`src/vdm_cfg.svh`:
```
`ifndef VDM_CFG_SVH
`define VDM_CFG_SVH

// Message header fields
`define MH_CNT_MSB 14
`define MH_CNT_LSB 12
`define MH_ID_MSB 11
`define MH_ID_LSB 9
`define MH_ROLE_BIT 8
`define MH_REV_MSB 7
`define MH_REV_LSB 6
`define MH_TYPE_MSB 3
`define MH_TYPE_LSB 0
`define MH_TYPE_VDM 4'hf
`define MH_SPEC_REV 2'h1

// VDM header fields
`define VH_SVID_MSB 31
`define VH_SVID_LSB 16
`define VH_STRUCT_BIT 15
`define VH_VER_MSB 14
`define VH_VER_LSB 13
`define VH_POS_MSB 10
`define VH_POS_LSB 8
`define VH_CT_MSB 7
`define VH_CT_LSB 6
`define VH_SRC_BIT 5
`define VH_CMD_MSB 4
`define VH_CMD_LSB 0
`define VH_VERSION 2'h0

`define CMD_DISC_MODES 5'h03
`define CMD_ENTER_MODE 5'h04
`define CT_INIT 2'h0
`define CT_ACK 2'h1
`define SRC_INIT 1'h0
`define SRC_RESP 1'h1
`define POS_NONE 3'h0
`define POS_FIRST 3'h1

`define MAX_MODES 3'h6
`define ONE_OBJ 3'h1

`endif

```
`src/vdm_pkg.sv`:
```
package vdm_pkg;
   typedef logic [31:0] word_t;
   // One-bit steps: idle -> send -> wait, idle -> reply -> idle; wait -> idle flips both bits
   typedef enum logic [1:0] {
      ST_IDLE = 2'b00,
      ST_SEND = 2'b01,
      ST_WAIT = 2'b11,
      ST_REPLY = 2'b10
   } fsm_state_t;
endpackage

```
`src/vdm_tx_framer.sv`:
```
`timescale 1ns/1ns
`include "vdm_cfg.svh"
module vdm_tx_framer (
   input wire logic core_clk_i,
   input wire logic nrst_i,
   input wire logic ce_i,
   input wire logic start_i,
   input wire logic [15:0] msg_hdr_i,
   input wire logic [223:0] words_i,
   input wire logic [2:0] nobj_i,
   input wire logic tx_ready_i,
   output logic tx_valid_o,
   output logic tx_first_o,
   output logic tx_last_o,
   output logic [15:0] tx_msg_hdr_o,
   output logic [31:0] tx_data_o
);
   vdm_pkg::word_t words [7];
   vdm_pkg::word_t next_words [7];
   logic [2:0] idx, next_idx, nobj, next_nobj;
   logic next_valid, next_first, next_last;
   logic [15:0] next_hdr;
   logic [31:0] next_data;

   always_comb begin
      next_words = words;
      next_idx = idx;
      next_nobj = nobj;
      next_valid = tx_valid_o;
      next_first = tx_first_o;
      next_last = tx_last_o;
      next_hdr = tx_msg_hdr_o;
      next_data = tx_data_o;
      if (start_i && !tx_valid_o) begin
         for (int k = 0; k < 7; k++) begin
            next_words[k] = words_i[32*k +: 32];
         end
         next_nobj = nobj_i;
         next_valid = 1'b1;
         next_first = 1'b1;
         next_last = (nobj_i == `ONE_OBJ);
         next_hdr = msg_hdr_i;
         next_data = words_i[31:0];
         next_idx = `ONE_OBJ;
      end else if (tx_valid_o && tx_ready_i) begin
         next_first = 1'b0;
         if (tx_last_o) begin
            next_valid = 1'b0;
            next_last = 1'b0;
         end else begin
            next_data = words[idx];
            next_last = (3'(idx + 3'h1) == nobj);
            next_idx = 3'(idx + 3'h1);
         end
      end
   end

   always_ff @(posedge core_clk_i or negedge nrst_i) begin
      if (!nrst_i) begin
         words <= '{default: 32'h0};
         idx <= 3'h0;
         nobj <= 3'h0;
         tx_valid_o <= 1'b0;
         tx_first_o <= 1'b0;
         tx_last_o <= 1'b0;
         tx_msg_hdr_o <= 16'h0;
         tx_data_o <= 32'h0;
      end else if (ce_i) begin
         words <= next_words;
         idx <= next_idx;
         nobj <= next_nobj;
         tx_valid_o <= next_valid;
         tx_first_o <= next_first;
         tx_last_o <= next_last;
         tx_msg_hdr_o <= next_hdr;
         tx_data_o <= next_data;
      end
   end
endmodule

```
`src/vdm_rx_deframer.sv`:
```
`timescale 1ns/1ns
`include "vdm_cfg.svh"
module vdm_rx_deframer (
   input wire logic core_clk_i,
   input wire logic nrst_i,
   input wire logic ce_i,
   input wire logic rx_valid_i,
   input wire logic rx_first_i,
   input wire logic rx_last_i,
   input wire logic [15:0] rx_msg_hdr_i,
   input wire logic [31:0] rx_data_i,
   output logic done_o,
   output logic ok_o,
   output logic [223:0] words_o,
   output logic [2:0] nobj_o
);
   logic [3:0] cnt, next_cnt, slot;
   logic [15:0] hdr, next_hdr, hdr_now;
   logic ovf, next_ovf;
   logic next_done, next_ok;
   logic [223:0] next_words;
   logic [2:0] next_nobj;
   logic [31:0] vdm_now;

   always_comb begin
      next_cnt = cnt;
      next_hdr = hdr;
      next_ovf = ovf;
      next_words = words_o;
      next_nobj = nobj_o;
      next_done = 1'b0;
      next_ok = ok_o;
      slot = rx_first_i ? 4'h0 : cnt;
      hdr_now = rx_first_i ? rx_msg_hdr_i : hdr;
      vdm_now = rx_first_i ? rx_data_i : words_o[31:0];
      if (rx_valid_i) begin
         if (rx_first_i) begin
            next_hdr = rx_msg_hdr_i;
            next_ovf = 1'b0;
         end
         // Words past the seventh are dropped and poison the frame
         if (slot < 4'h7) begin
            next_words[32*slot[2:0] +: 32] = rx_data_i;
            next_cnt = 4'(slot + 4'h1);
         end else begin
            next_ovf = 1'b1;
         end
         if (rx_last_i) begin
            next_done = 1'b1;
            next_nobj = next_cnt[2:0];
            next_ok = !next_ovf
               && hdr_now[`MH_TYPE_MSB:`MH_TYPE_LSB] == `MH_TYPE_VDM
               && hdr_now[`MH_CNT_MSB:`MH_CNT_LSB] == next_cnt[2:0]
               && vdm_now[`VH_STRUCT_BIT];
         end
      end
   end

   always_ff @(posedge core_clk_i or negedge nrst_i) begin
      if (!nrst_i) begin
         cnt <= 4'h0;
         hdr <= 16'h0;
         ovf <= 1'b0;
         done_o <= 1'b0;
         ok_o <= 1'b0;
         words_o <= 224'h0;
         nobj_o <= 3'h0;
      end else if (ce_i) begin
         cnt <= next_cnt;
         hdr <= next_hdr;
         ovf <= next_ovf;
         done_o <= next_done;
         ok_o <= next_ok;
         words_o <= next_words;
         nobj_o <= next_nobj;
      end
   end
endmodule

```
`src/structured_vdm_mode_discovery.sv`:
```
// Functional notes
// - Discovery request carries one object, the VDM header only.
// - Initiator requests set command type bits 7..6 to zero.
// - Discovery request uses command code 3 in bits 4..0.
// - All these messages use message type 1111b.
// - Discovery request puts the asked SVID in bits 31..16.
// - Discovery reply object count is modes plus one, 1 to 7.
// - Responder replies set bit 5 of the VDM header to one.
// - A discovery reply holds at most six modes.
// - Vendor mode objects pass through uninterpreted.
// - Standard mode objects follow their standard, supplied by the user.
// - Each mode object fills all 32 bits.
// - Discovery reply echoes the requested SVID in bits 31..16.
// - Entry request has one object and command code 4.
// - Entry request sets bit 5 of the VDM header to zero.
// - Entry request object position names the discovered mode offset.
// - Position 001b selects the first discovered mode, upward in order.
// - Entry request carries the owning SVID in bits 31..16.
// - Responder that entered replies with one object and command 4.
`timescale 1ns/1ns
`include "vdm_cfg.svh"
module structured_vdm_mode_discovery (
   input wire logic core_clk_i,
   input wire logic nrst_i,
   input wire logic ce_i,
   input wire logic [2:0] msg_id_i,
   input wire logic power_role_i,
   input wire logic disc_req_i,
   input wire logic [15:0] disc_svid_i,
   input wire logic enter_req_i,
   input wire logic [15:0] enter_svid_i,
   input wire logic [2:0] enter_pos_i,
   input wire logic cancel_i,
   input wire logic [15:0] own_svid_i,
   input wire logic [2:0] own_mode_count_i,
   input wire logic [191:0] own_modes_i,
   input wire logic [2:0] mode_rd_idx_i,
   input wire logic tx_ready_i,
   output logic tx_valid_o,
   output logic tx_first_o,
   output logic tx_last_o,
   output logic [15:0] tx_msg_hdr_o,
   output logic [31:0] tx_data_o,
   input wire logic rx_valid_i,
   input wire logic rx_first_i,
   input wire logic rx_last_i,
   input wire logic [15:0] rx_msg_hdr_i,
   input wire logic [31:0] rx_data_i,
   output logic busy_o,
   output logic disc_done_o,
   output logic [2:0] mode_count_o,
   output logic [31:0] mode_rd_data_o,
   output logic enter_done_o,
   output logic req_err_o,
   output logic mode_entered_o,
   output logic [15:0] entered_svid_o,
   output logic [2:0] entered_pos_o
);
   vdm_pkg::fsm_state_t state, next_state;
   vdm_pkg::word_t modes [6];
   vdm_pkg::word_t next_modes [6];
   logic op_enter, next_op_enter;
   logic [15:0] req_svid, next_req_svid;
   logic [2:0] req_pos, next_req_pos;
   logic [2:0] next_mode_count;
   logic [31:0] next_rd_data;
   logic next_disc_done, next_enter_done, next_req_err, next_entered;
   logic [15:0] next_ent_svid;
   logic [2:0] next_ent_pos;
   logic launch;
   logic [15:0] launch_hdr;
   logic [223:0] launch_words;
   logic [2:0] launch_nobj;
   logic rx_done, rx_ok;
   logic [223:0] rx_words;
   logic [2:0] rx_nobj;
   logic [15:0] rx_svid;
   logic [2:0] rx_pos;
   logic [1:0] rx_ct;
   logic [4:0] rx_cmd;

   function automatic logic [31:0] vdm_hdr(input logic [15:0] svid, input logic [2:0] pos,
                                           input logic [1:0] ct, input logic src, input logic [4:0] cmd);
      logic [31:0] h;
      h = 32'h0; // Reserved bits stay zero
      h[`VH_SVID_MSB:`VH_SVID_LSB] = svid;
      h[`VH_STRUCT_BIT] = 1'b1;
      h[`VH_VER_MSB:`VH_VER_LSB] = `VH_VERSION;
      h[`VH_POS_MSB:`VH_POS_LSB] = pos;
      h[`VH_CT_MSB:`VH_CT_LSB] = ct;
      h[`VH_SRC_BIT] = src;
      h[`VH_CMD_MSB:`VH_CMD_LSB] = cmd;
      return h;
   endfunction

   function automatic logic [15:0] msg_hdr(input logic [2:0] cnt, input logic [2:0] id, input logic role);
      logic [15:0] m;
      m = 16'h0;
      m[`MH_CNT_MSB:`MH_CNT_LSB] = cnt;
      m[`MH_ID_MSB:`MH_ID_LSB] = id;
      m[`MH_ROLE_BIT] = role;
      m[`MH_REV_MSB:`MH_REV_LSB] = `MH_SPEC_REV;
      m[`MH_TYPE_MSB:`MH_TYPE_LSB] = `MH_TYPE_VDM;
      return m;
   endfunction

   vdm_tx_framer u_tx (
      .core_clk_i(core_clk_i),
      .nrst_i(nrst_i),
      .ce_i(ce_i),
      .start_i(launch),
      .msg_hdr_i(launch_hdr),
      .words_i(launch_words),
      .nobj_i(launch_nobj),
      .tx_ready_i(tx_ready_i),
      .tx_valid_o(tx_valid_o),
      .tx_first_o(tx_first_o),
      .tx_last_o(tx_last_o),
      .tx_msg_hdr_o(tx_msg_hdr_o),
      .tx_data_o(tx_data_o)
   );

   vdm_rx_deframer u_rx (
      .core_clk_i(core_clk_i),
      .nrst_i(nrst_i),
      .ce_i(ce_i),
      .rx_valid_i(rx_valid_i),
      .rx_first_i(rx_first_i),
      .rx_last_i(rx_last_i),
      .rx_msg_hdr_i(rx_msg_hdr_i),
      .rx_data_i(rx_data_i),
      .done_o(rx_done),
      .ok_o(rx_ok),
      .words_o(rx_words),
      .nobj_o(rx_nobj)
   );

   assign rx_svid = rx_words[`VH_SVID_MSB:`VH_SVID_LSB];
   assign rx_pos = rx_words[`VH_POS_MSB:`VH_POS_LSB];
   assign rx_ct = rx_words[`VH_CT_MSB:`VH_CT_LSB];
   assign rx_cmd = rx_words[`VH_CMD_MSB:`VH_CMD_LSB];

   always_comb begin
      next_state = state;
      for (int k = 0; k < 6; k++) begin
         next_modes[k] = modes[k];
      end
      next_op_enter = op_enter;
      next_req_svid = req_svid;
      next_req_pos = req_pos;
      next_mode_count = mode_count_o;
      next_disc_done = 1'b0;
      next_enter_done = 1'b0;
      next_req_err = 1'b0;
      next_entered = mode_entered_o;
      next_ent_svid = entered_svid_o;
      next_ent_pos = entered_pos_o;
      launch = 1'b0;
      launch_hdr = 16'h0;
      launch_words = 224'h0;
      launch_nobj = `ONE_OBJ;
      case (state)
         vdm_pkg::ST_IDLE: begin
            if (disc_req_i) begin
               launch = 1'b1;
               launch_hdr = msg_hdr(`ONE_OBJ, msg_id_i, power_role_i);
               launch_words[31:0] = vdm_hdr(disc_svid_i, `POS_NONE, `CT_INIT, `SRC_INIT, `CMD_DISC_MODES);
               next_op_enter = 1'b0;
               next_req_svid = disc_svid_i;
               next_state = vdm_pkg::ST_SEND;
            end else if (enter_req_i) begin
               // Position must lie inside the discovered list
               if (enter_pos_i == `POS_NONE || enter_pos_i > mode_count_o) begin
                  next_req_err = 1'b1;
               end else begin
                  launch = 1'b1;
                  launch_hdr = msg_hdr(`ONE_OBJ, msg_id_i, power_role_i);
                  launch_words[31:0] = vdm_hdr(enter_svid_i, enter_pos_i, `CT_INIT, `SRC_INIT, `CMD_ENTER_MODE);
                  next_op_enter = 1'b1;
                  next_req_svid = enter_svid_i;
                  next_req_pos = enter_pos_i;
                  next_state = vdm_pkg::ST_SEND;
               end
            end else if (rx_done && rx_ok && rx_ct == `CT_INIT && rx_svid == own_svid_i) begin
               if (rx_cmd == `CMD_DISC_MODES && rx_nobj == `ONE_OBJ && own_mode_count_i <= `MAX_MODES) begin
                  launch = 1'b1;
                  launch_nobj = 3'(own_mode_count_i + 3'h1);
                  launch_hdr = msg_hdr(launch_nobj, msg_id_i, power_role_i);
                  launch_words[31:0] = vdm_hdr(rx_svid, `POS_NONE, `CT_ACK, `SRC_RESP, `CMD_DISC_MODES);
                  // Mode words go out verbatim
                  launch_words[223:32] = own_modes_i;
                  next_state = vdm_pkg::ST_REPLY;
               end else if (rx_cmd == `CMD_ENTER_MODE && rx_nobj == `ONE_OBJ && rx_pos != `POS_NONE
                            && rx_pos <= own_mode_count_i) begin
                  launch = 1'b1;
                  launch_hdr = msg_hdr(`ONE_OBJ, msg_id_i, power_role_i);
                  launch_words[31:0] = vdm_hdr(rx_svid, rx_pos, `CT_ACK, `SRC_RESP, `CMD_ENTER_MODE);
                  next_entered = 1'b1;
                  next_ent_svid = rx_svid;
                  next_ent_pos = rx_pos;
                  next_state = vdm_pkg::ST_REPLY;
               end
            end
         end
         vdm_pkg::ST_SEND: begin
            if (!tx_valid_o) begin
               next_state = vdm_pkg::ST_WAIT;
            end
         end
         vdm_pkg::ST_WAIT: begin
            if (cancel_i) begin
               next_state = vdm_pkg::ST_IDLE;
            end else if (rx_done && rx_ok && rx_ct != `CT_INIT && rx_svid == req_svid
                         && rx_cmd == (op_enter ? `CMD_ENTER_MODE : `CMD_DISC_MODES)) begin
               next_state = vdm_pkg::ST_IDLE;
               if (rx_ct != `CT_ACK) begin
                  next_req_err = 1'b1;
               end else if (!op_enter) begin
                  // Slot k is object position k+1
                  for (int k = 0; k < 6; k++) begin
                     next_modes[k] = (3'(k + 1) < rx_nobj) ? rx_words[32*(k+1) +: 32] : 32'h0;
                  end
                  next_mode_count = 3'(rx_nobj - 3'h1);
                  next_disc_done = 1'b1;
               end else if (rx_nobj == `ONE_OBJ && rx_pos == req_pos) begin
                  next_entered = 1'b1;
                  next_ent_svid = req_svid;
                  next_ent_pos = req_pos;
                  next_enter_done = 1'b1;
               end else begin
                  next_req_err = 1'b1;
               end
            end
         end
         vdm_pkg::ST_REPLY: begin
            if (!tx_valid_o) begin
               next_state = vdm_pkg::ST_IDLE;
            end
         end
         default: begin
            next_state = vdm_pkg::ST_IDLE;
         end
      endcase
      next_rd_data = 32'h0;
      if (mode_rd_idx_i != `POS_NONE && mode_rd_idx_i <= mode_count_o) begin
         next_rd_data = modes[3'(mode_rd_idx_i - `POS_FIRST)];
      end
   end

   always_ff @(posedge core_clk_i or negedge nrst_i) begin
      if (!nrst_i) begin
         state <= vdm_pkg::ST_IDLE;
         for (int k = 0; k < 6; k++) begin
            modes[k] <= 32'h0;
         end
         op_enter <= 1'b0;
         req_svid <= 16'h0;
         req_pos <= 3'h0;
         busy_o <= 1'b0;
         mode_count_o <= 3'h0;
         mode_rd_data_o <= 32'h0;
         disc_done_o <= 1'b0;
         enter_done_o <= 1'b0;
         req_err_o <= 1'b0;
         mode_entered_o <= 1'b0;
         entered_svid_o <= 16'h0;
         entered_pos_o <= 3'h0;
      end else if (ce_i) begin
         state <= next_state;
         modes <= next_modes;
         op_enter <= next_op_enter;
         req_svid <= next_req_svid;
         req_pos <= next_req_pos;
         busy_o <= (next_state != vdm_pkg::ST_IDLE);
         mode_count_o <= next_mode_count;
         mode_rd_data_o <= next_rd_data;
         disc_done_o <= next_disc_done;
         enter_done_o <= next_enter_done;
         req_err_o <= next_req_err;
         mode_entered_o <= next_entered;
         entered_svid_o <= next_ent_svid;
         entered_pos_o <= next_ent_pos;
      end
   end
endmodule

```
`config.mk`:
```
export PLATFORM = sky130hd
export DESIGN_NAME = structured_vdm_mode_discovery
export DESIGN_NICKNAME = d
export VERILOG_FILES = /design/src/vdm_pkg.sv /design/src/vdm_tx_framer.sv /design/src/vdm_rx_deframer.sv /design/src/structured_vdm_mode_discovery.sv
export VERILOG_INCLUDE_DIRS = /design/src
export SDC_FILE = /design/constraint.sdc
export NUM_CORES = 2
export LEC_CHECK = 0
export BUFFER_PORTS_ARGS = -buffer_cell sky130_fd_sc_hd__buf_2
export CORE_MARGIN = 2
export CORE_UTILIZATION = 55
export CTS_CLUSTER_SIZE = 25
export DETAILED_ROUTE_END_ITERATION = 10
export HOLD_SLACK_MARGIN = 0.03
export PLACE_DENSITY = 0.86
export SYNTH_ARGS = -nofsm -noshare
export SYNTH_HDL_FRONTEND = slang
export SYNTH_SLANG_ARGS = --single-unit
```
`constraint.sdc`:
```
create_clock -name core_clk_i -period 7.7 [get_ports core_clk_i]
set_input_delay 1.54 -clock core_clk_i [delete_from_list [all_inputs] [get_ports core_clk_i]]
set_output_delay 1.54 -clock core_clk_i [all_outputs]
set_load 0.01 [all_outputs]
```
**Word level (Yosys, flattened, before mapping)**

Cells that the tools add are included.

- Register bits after elaboration: 803
- Output and inout bits: 110
- Word-level logic and storage cells: 281

- Shifts and indexed selects: 2
- Add/sub/neg operators: 6
- Magnitude comparators: 13
- Equal/unequal tests: 28
- Bitwise logic cells: 7
- Reduce and logical (&&, ||, !) cells: 45
- Muxes and demuxes: 138

Operator list:

| operator | number |
|---|---|
| 32-bit 2-to-1 mux | 19 |
| 192-bit 2-to-1 mux | 3 |
| 224-bit 2-to-1 mux | 2 |
| 16-bit 2-to-1 mux | 17 |
| 224-bit bitwise mux | 1 |
| 32-bit by 34-bit variable shift with 224-bit output, first input constant | 1 |
| 32-bit by 34-bit indexed part select with 224-bit output | 1 |
| 32-bit binary-select mux with 3-bit select | 2 |
| 3-bit 2-to-1 mux | 19 |
| 1-bit 2-to-1 mux | 52 |
| 15-bit 2-to-1 mux | 3 |
| 8-bit negation with 34-bit output | 1 |
| 16-bit == test | 2 |
| 16-bit one-hot mux with 2 select lines | 1 |
| 13-bit 2-to-1 mux | 2 |
| 2-bit != test, second input constant | 12 |
| 2-bit 2-to-1 mux | 10 |
| 1-bit logical AND | 18 |
| 3-bit AND reduction | 6 |
| 4-bit 2-to-1 mux | 3 |
| 12-bit AND reduction | 1 |
| 2-bit nonzero test | 6 |
| 3-bit == test | 3 |
| 3-bit less-than comparator, first input constant | 3 |
| other kinds (32) | 51 |

**Logic depth before layout (Yosys ltp)**

- Depth in word-level cells: 13
- Mapped depth: 13
- Mapped depth without buffers: 10

**Cells and area by module**

A second synthesis with hierarchy kept.

- Cells, all modules: 3919
- Area total of the unflattened synthesis: 37457.2 µm²

By module, submodules not included:

| module | cells each | sequential area each (µm²) | times used | area each (µm²) |
|---|---|---|---|---|
| structured_vdm_mode_discovery | 1656 | 6831.6 | 1 | 14898.0 |
| vdm_tx_framer | 1421 | 7031.7 | 1 | 12759.7 |
| vdm_rx_deframer | 842 | 6030.8 | 1 | 9799.4 |

**Worst setup path before layout**

Ideal clock, no wire load.

- Path type: input to register
- Start: in mode_rd_idx_i[0]
- End: reg mode_rd_data_o[0]
- Required time: 7.559 ns
- Setup slack: 3.210 ns
- Arrival: 4.349 ns
- Setup time: 0.141 ns
- Stages: 10
- Cells stage by stage: clkbuf_1 > clkbuf_1 > clkbuf_1 > inv_1 > ha_1 > clkbuf_1 > clkbuf_1 > mux4_2 > a22oi_1 > o22ai_1

- Word-level cells in the longest chain between the ends: 6
- Elaborated cells on any way between the ends: 9
- Those cells by class: 1 x add/sub; 1 x order compare; 4 x mux; 1 x bitwise; 2 x reduce/logical

RTL lines:

| element | line | text |
|---|---|---|
| from (decl) | structured_vdm_mode_discovery.sv:37 | `input wire logic [2:0] mode_rd_idx_i,` |
| 3-bit by 1-bit subtractor with 3-bit output (no line) | - |  |
| 3-bit inverter with 4-bit output | structured_vdm_mode_discovery.sv:246 | `` next_rd_data = modes[3'(mode_rd_idx_i - `POS_FIRST)]; `` |
| 32-bit binary-select mux with 3-bit select | structured_vdm_mode_discovery.sv:246 |  |
| 32-bit 2-to-1 mux (2 in a row) | structured_vdm_mode_discovery.sv:246 |  |
| 32-bit 2-to-1 mux (*) | structured_vdm_mode_discovery.sv:245 | `` if (mode_rd_idx_i != `POS_NONE && mode_rd_idx_i <= mode_count_o) begin `` |
| to (signal assigned) | structured_vdm_mode_discovery.sv:276 | `mode_rd_data_o <= next_rd_data;` |
| to (decl) | structured_vdm_mode_discovery.sv:52 | `output logic [31:0] mode_rd_data_o,` |

Every way passes the cells marked *; elsewhere a longest branch is shown, timed or not. The select of a mux whose other input is x is not followed.
A chain may end at the register's enable or synchronous reset.

**Worst setup path in the final report**

- Start: in rx_first_i
- End: reg u_rx.words_o[32]

- Word-level cells in the longest chain between the ends: 4
- Elaborated cells on any way between the ends: 7
- Those cells by class: 1 x add/sub; 1 x order compare; 2 x shift; 2 x mux; 1 x reduce/logical

RTL lines:

| element | line | text |
|---|---|---|
| from (decl) | structured_vdm_mode_discovery.sv:45 | `input wire logic rx_first_i,` |
| 4-bit 2-to-1 mux (*) | vdm_rx_deframer.sv:33 | `slot = rx_first_i ? 4'h0 : cnt;` |
| 8-bit negation with 34-bit output | vdm_rx_deframer.sv:43 | `next_words[32*slot[2:0] +: 32] = rx_data_i;` |
| 32-bit by 34-bit indexed part select with 224-bit output / 32-bit by 34-bit variable shift with 224-bit output (equally long branches) | vdm_rx_deframer.sv:43 |  |
| 224-bit bitwise mux | vdm_rx_deframer.sv:43 |  |
| to (signal assigned) | vdm_rx_deframer.sv:74 | `words_o <= next_words;` |
| to (decl) | vdm_rx_deframer.sv:14 | `output logic [223:0] words_o,` |

Every way passes the cells marked *; elsewhere a longest branch is shown, timed or not.

==> flow_metrics.env <==
export IMPL_status="complete, no violations"
export IMPL_power_leakage_nw=20.0
export IMPL_n_fill_cell=4628
export IMPL_holdCritPathClass="reg2reg"
export IMPL_die_area_mm2=0.0654
export IMPL_grt_pass1_wl_mm=165
export IMPL_routed_wl_mm=108
export IMPL_synthDistinctLibCells=68
export IMPL_fin_skew_ns=0.0383
export IMPL_grt_pass1_vias=28661
export IMPL_grt_overflow_total=0
export IMPL_clkSinkCount=770
export IMPL_ff_latch_area_mm2=0.0193
export IMPL_netlist_area_mm2=0.0349
export IMPL_dr_pass1_iters=8
export IMPL_path_delay_family="simple AND/OR/NAND/NOR gates"
export IMPL_max_stage_delay_ns=1.02
export IMPL_critPathSlowestCell="nand4_1"
export IMPL_worstPathRequired_ns=8.19
export IMPL_synth_edf_count=0
export IMPL_drv_cap=0
export IMPL_use_met3_pct=10.2
export IMPL_die_x_um=256
export IMPL_wl_per_cell_um=22.8
export IMPL_critPathLaunchType="input pin"
export IMPL_fin_nets=4141
export IMPL_cts_buffers=81
export IMPL_path_class="in2reg"
export IMPL_power_density_mw_per_mm2=285
export IMPL_rr_worst_depth=10
export IMPL_port_buffer_count=407
export IMPL_ant_nets=0
export IMPL_cp_max_fo=39
export IMPL_synth_ff_type="dfrtp_1"
export IMPL_yosysSeqAreaShare_pct=55.3
export IMPL_cts_tree="yes"
export IMPL_final_cell_mix="nand2_1, dfrtp_1, buf_2"
export IMPL_tightestPinTransition_ns=1.24
export IMPL_h_tree_depth=3
export IMPL_drtIter0Drc=3866
export IMPL_fin_util_pct=63.6
export IMPL_slew_violations=0
export IMPL_grt_busiest_layer="met2"
export IMPL_syn_instance_count=3550
export IMPL_drc=0
export IMPL_fmax_mhz=214
export IMPL_place_area_mm2=0.0372
export IMPL_critPathCapture="u_rx.words_o[32]"
export IMPL_cts_root_buffer="clkbuf_16"
export IMPL_yosys_warnings=0
export IMPL_final_common_cell="nand2_1"
export IMPL_area_growth_synth_to_final_pct=14.7
export IMPL_finalSetupViolCount=0
export IMPL_fin_area_mm2=0.0400
export IMPL_ctsHoldBuffers=0
export IMPL_vdd_drop_max_mv=0.174
export IMPL_gp_congestion=0.915
export IMPL_r2r_slack_ns=3.33
export IMPL_timing_final_crit_share_pct=60.8
export IMPL_initial_core_util_pct=55.5
export IMPL_grt_max_degree=245
export IMPL_worstPathArrival_ns=5.17
export IMPL_grt_setup_unrepaired="false"
export IMPL_syn_avg_cell_area_um2=9.82
export IMPL_crit_chain="buf_2 > nand2b_1 > clkinv_1 > ha_1 > a21oi_1 > nor2_1 > nor2_1 > nand4_1 > buf_4 > nand2_1 > o21ai_0"
export IMPL_max_slew_margin_pct=17.5
export IMPL_ys_ff_latch=770
export IMPL_min_period_ns=4.68
export IMPL_core_mm2=0.0629
export IMPL_finalHoldViolCount=0
export IMPL_layout_drive_gt1_share_pct=20.6
export IMPL_crit_buf_inv=3
export IMPL_boundaryPins=421
export IMPL_use_met1_pct=40.8
export IMPL_multi_input_area_mm2=0.0142
export IMPL_clkSlewWorstSetupHoldPaths_ns=0.06
export IMPL_async_flop_share_pct=100
export IMPL_crit_path_end_kind="register"
export IMPL_clock_latency_ns=0.66
export IMPL_cts_repair_resized=0
export IMPL_timing_hold_ws_ns=0.460
export IMPL_fin_ws_ns=3.02
export IMPL_tns_ns=0
export IMPL_grt_usage_pct=32.7
export IMPL_grt_util_met2_pct=50.9
export IMPL_reg2reg_to="u_tx.words[16]"
export IMPL_crit_start="rx_first_i"
export IMPL_post_cts_setup_buffer_count=0
export IMPL_cpMostUsedCell="nor2_1"
export IMPL_rows=92
export IMPL_vias=28888
export IMPL_die_height_um=256
export IMPL_clk_path_buf_depth=3
export IMPL_antenna_found_initial=41
export IMPL_worstSetupPathDepth=11
export IMPL_post_place_ws_ns=2.55
export IMPL_r2r_start="u_rx.nobj_o[1]"
export IMPL_avgViaCountPerCell=6.09
export IMPL_dp_hpwl_mm=67.0
[routing by layer]
metal	share of wire, %	vias up	routed length (um)
met5	0.19	-	204
met4	6.0	30	6520
met3	12	421	12800
met2	46	1734	49600
met1	36	14146	38900
li1	-	12557	-
[logic make-up (layout without fill, tap and decap cells)]
| group | Yosys count | count (layout) | share of synthesized area (%) |
|---|---|---|---|
| adder cells (fa/ha/maj) | 23 | 23 | 0.825 |
| multiplexers | 283 | 283 | 10.7 |
| AO/OA/AOI/OAI | 443 | 443 | 7.77 |
| buffers and inverters | 330 | 649 | 4.41 |
| other | 1 | 28 | 0.0108 |
| XOR/XNOR | 45 | 45 | 1.13 |
| flip-flops | 770 | 770 | 55.3 |
| AND/OR/NAND/NOR | 1655 | 1655 | 19.9 |
[worst min-delay path, cell delays in order, from the launching register on]
cell     delay [ns]
dfrtp_1        0.33
nand2_1        0.05
nand2_1        0.05
[stage by stage]
stage	power [W]	std cells
floorplan	0.00638	3553
global route	0.0118	4733
global placement	0.00724	4570
finish	0.0114	4742
CTS	0.0113	4718
detailed placement	0.00733	4570
[flip-flops by register name, summed over array words and instances, names as in the netlist, 2 cells and up]
register / cells
u_tx.words: 215
entered_pos_o: 3
u_tx.tx_data_o: 32
u_rx.nobj_o: 3
u_rx.hdr: 7
state: 2
u_tx.idx: 3
u_rx.cnt: 4
u_rx.words_o: 219
u_tx.nobj: 2
mode_count_o: 3
req_svid: 16
entered_svid_o: 16
req_pos: 3
modes: 192
u_tx.tx_msg_hdr_o: 6
mode_rd_data_o: 32
[report_power, final]
| part | leakage [nW] | switching (W) | internal (W) |
|---|---|---|---|
| logic | 8.19 | 0.00145 | 0.000893 |
| registers | 10.5 | 0.000476 | 0.00454 |
| clock network | 1.34 | 0.00170 | 0.00233 |
| total | 20.0 | 0.00362 | 0.00776 |
[layout make-up]
| class | instances | share of cell area (%) |
|---|---|---|
| Multi-Input combinational cell | 2453 | 35.6 |
| Clock buffer | 123 | 5.97 |
| Clock inverter | 25 | 0.889 |
| Antenna cell | 24 | 0.150 |
| Sequential cell | 770 | 48.2 |
| Timing Repair Buffer | 441 | 6.01 |
| Tap cell | 846 | 2.65 |
| Inverter | 60 | 0.563 |
[Yosys cell counts (38+ instances only)]
cell | number | area, um2
buf_2 | 64 | 320
o22ai_1 | 38 | 238
dfrtp_1 | 770 | 19300
mux4_2 | 57 | 1280
nand2_1 | 1117 | 4190
mux2i_1 | 85 | 851
clkbuf_1 | 146 | 548
nand3_1 | 400 | 2000
inv_1 | 59 | 221
a21oi_1 | 58 | 290
mux2_2 | 141 | 1590
nor2_1 | 59 | 221
o21ai_0 | 200 | 1000
[worst min-delay path by stage]
stage / from / endpoint / slack [ns] / cells past startpoint
6_report: modes[144] / modes[144] / 0.46 / 2
5_1_grt: modes[17] / modes[17] / 0.48 / 2
4_1_cts: modes[144] / modes[144] / 0.46 / 2
3_5_place_dp: modes[144] / modes[144] / 0.45 / 2
3_3_place_gp: modes[126] / modes[126] / 0.44 / 2
2_1_floorplan: modes[109] / modes[109] / 0.43 / 2
(Power assumes the default switching activity.)
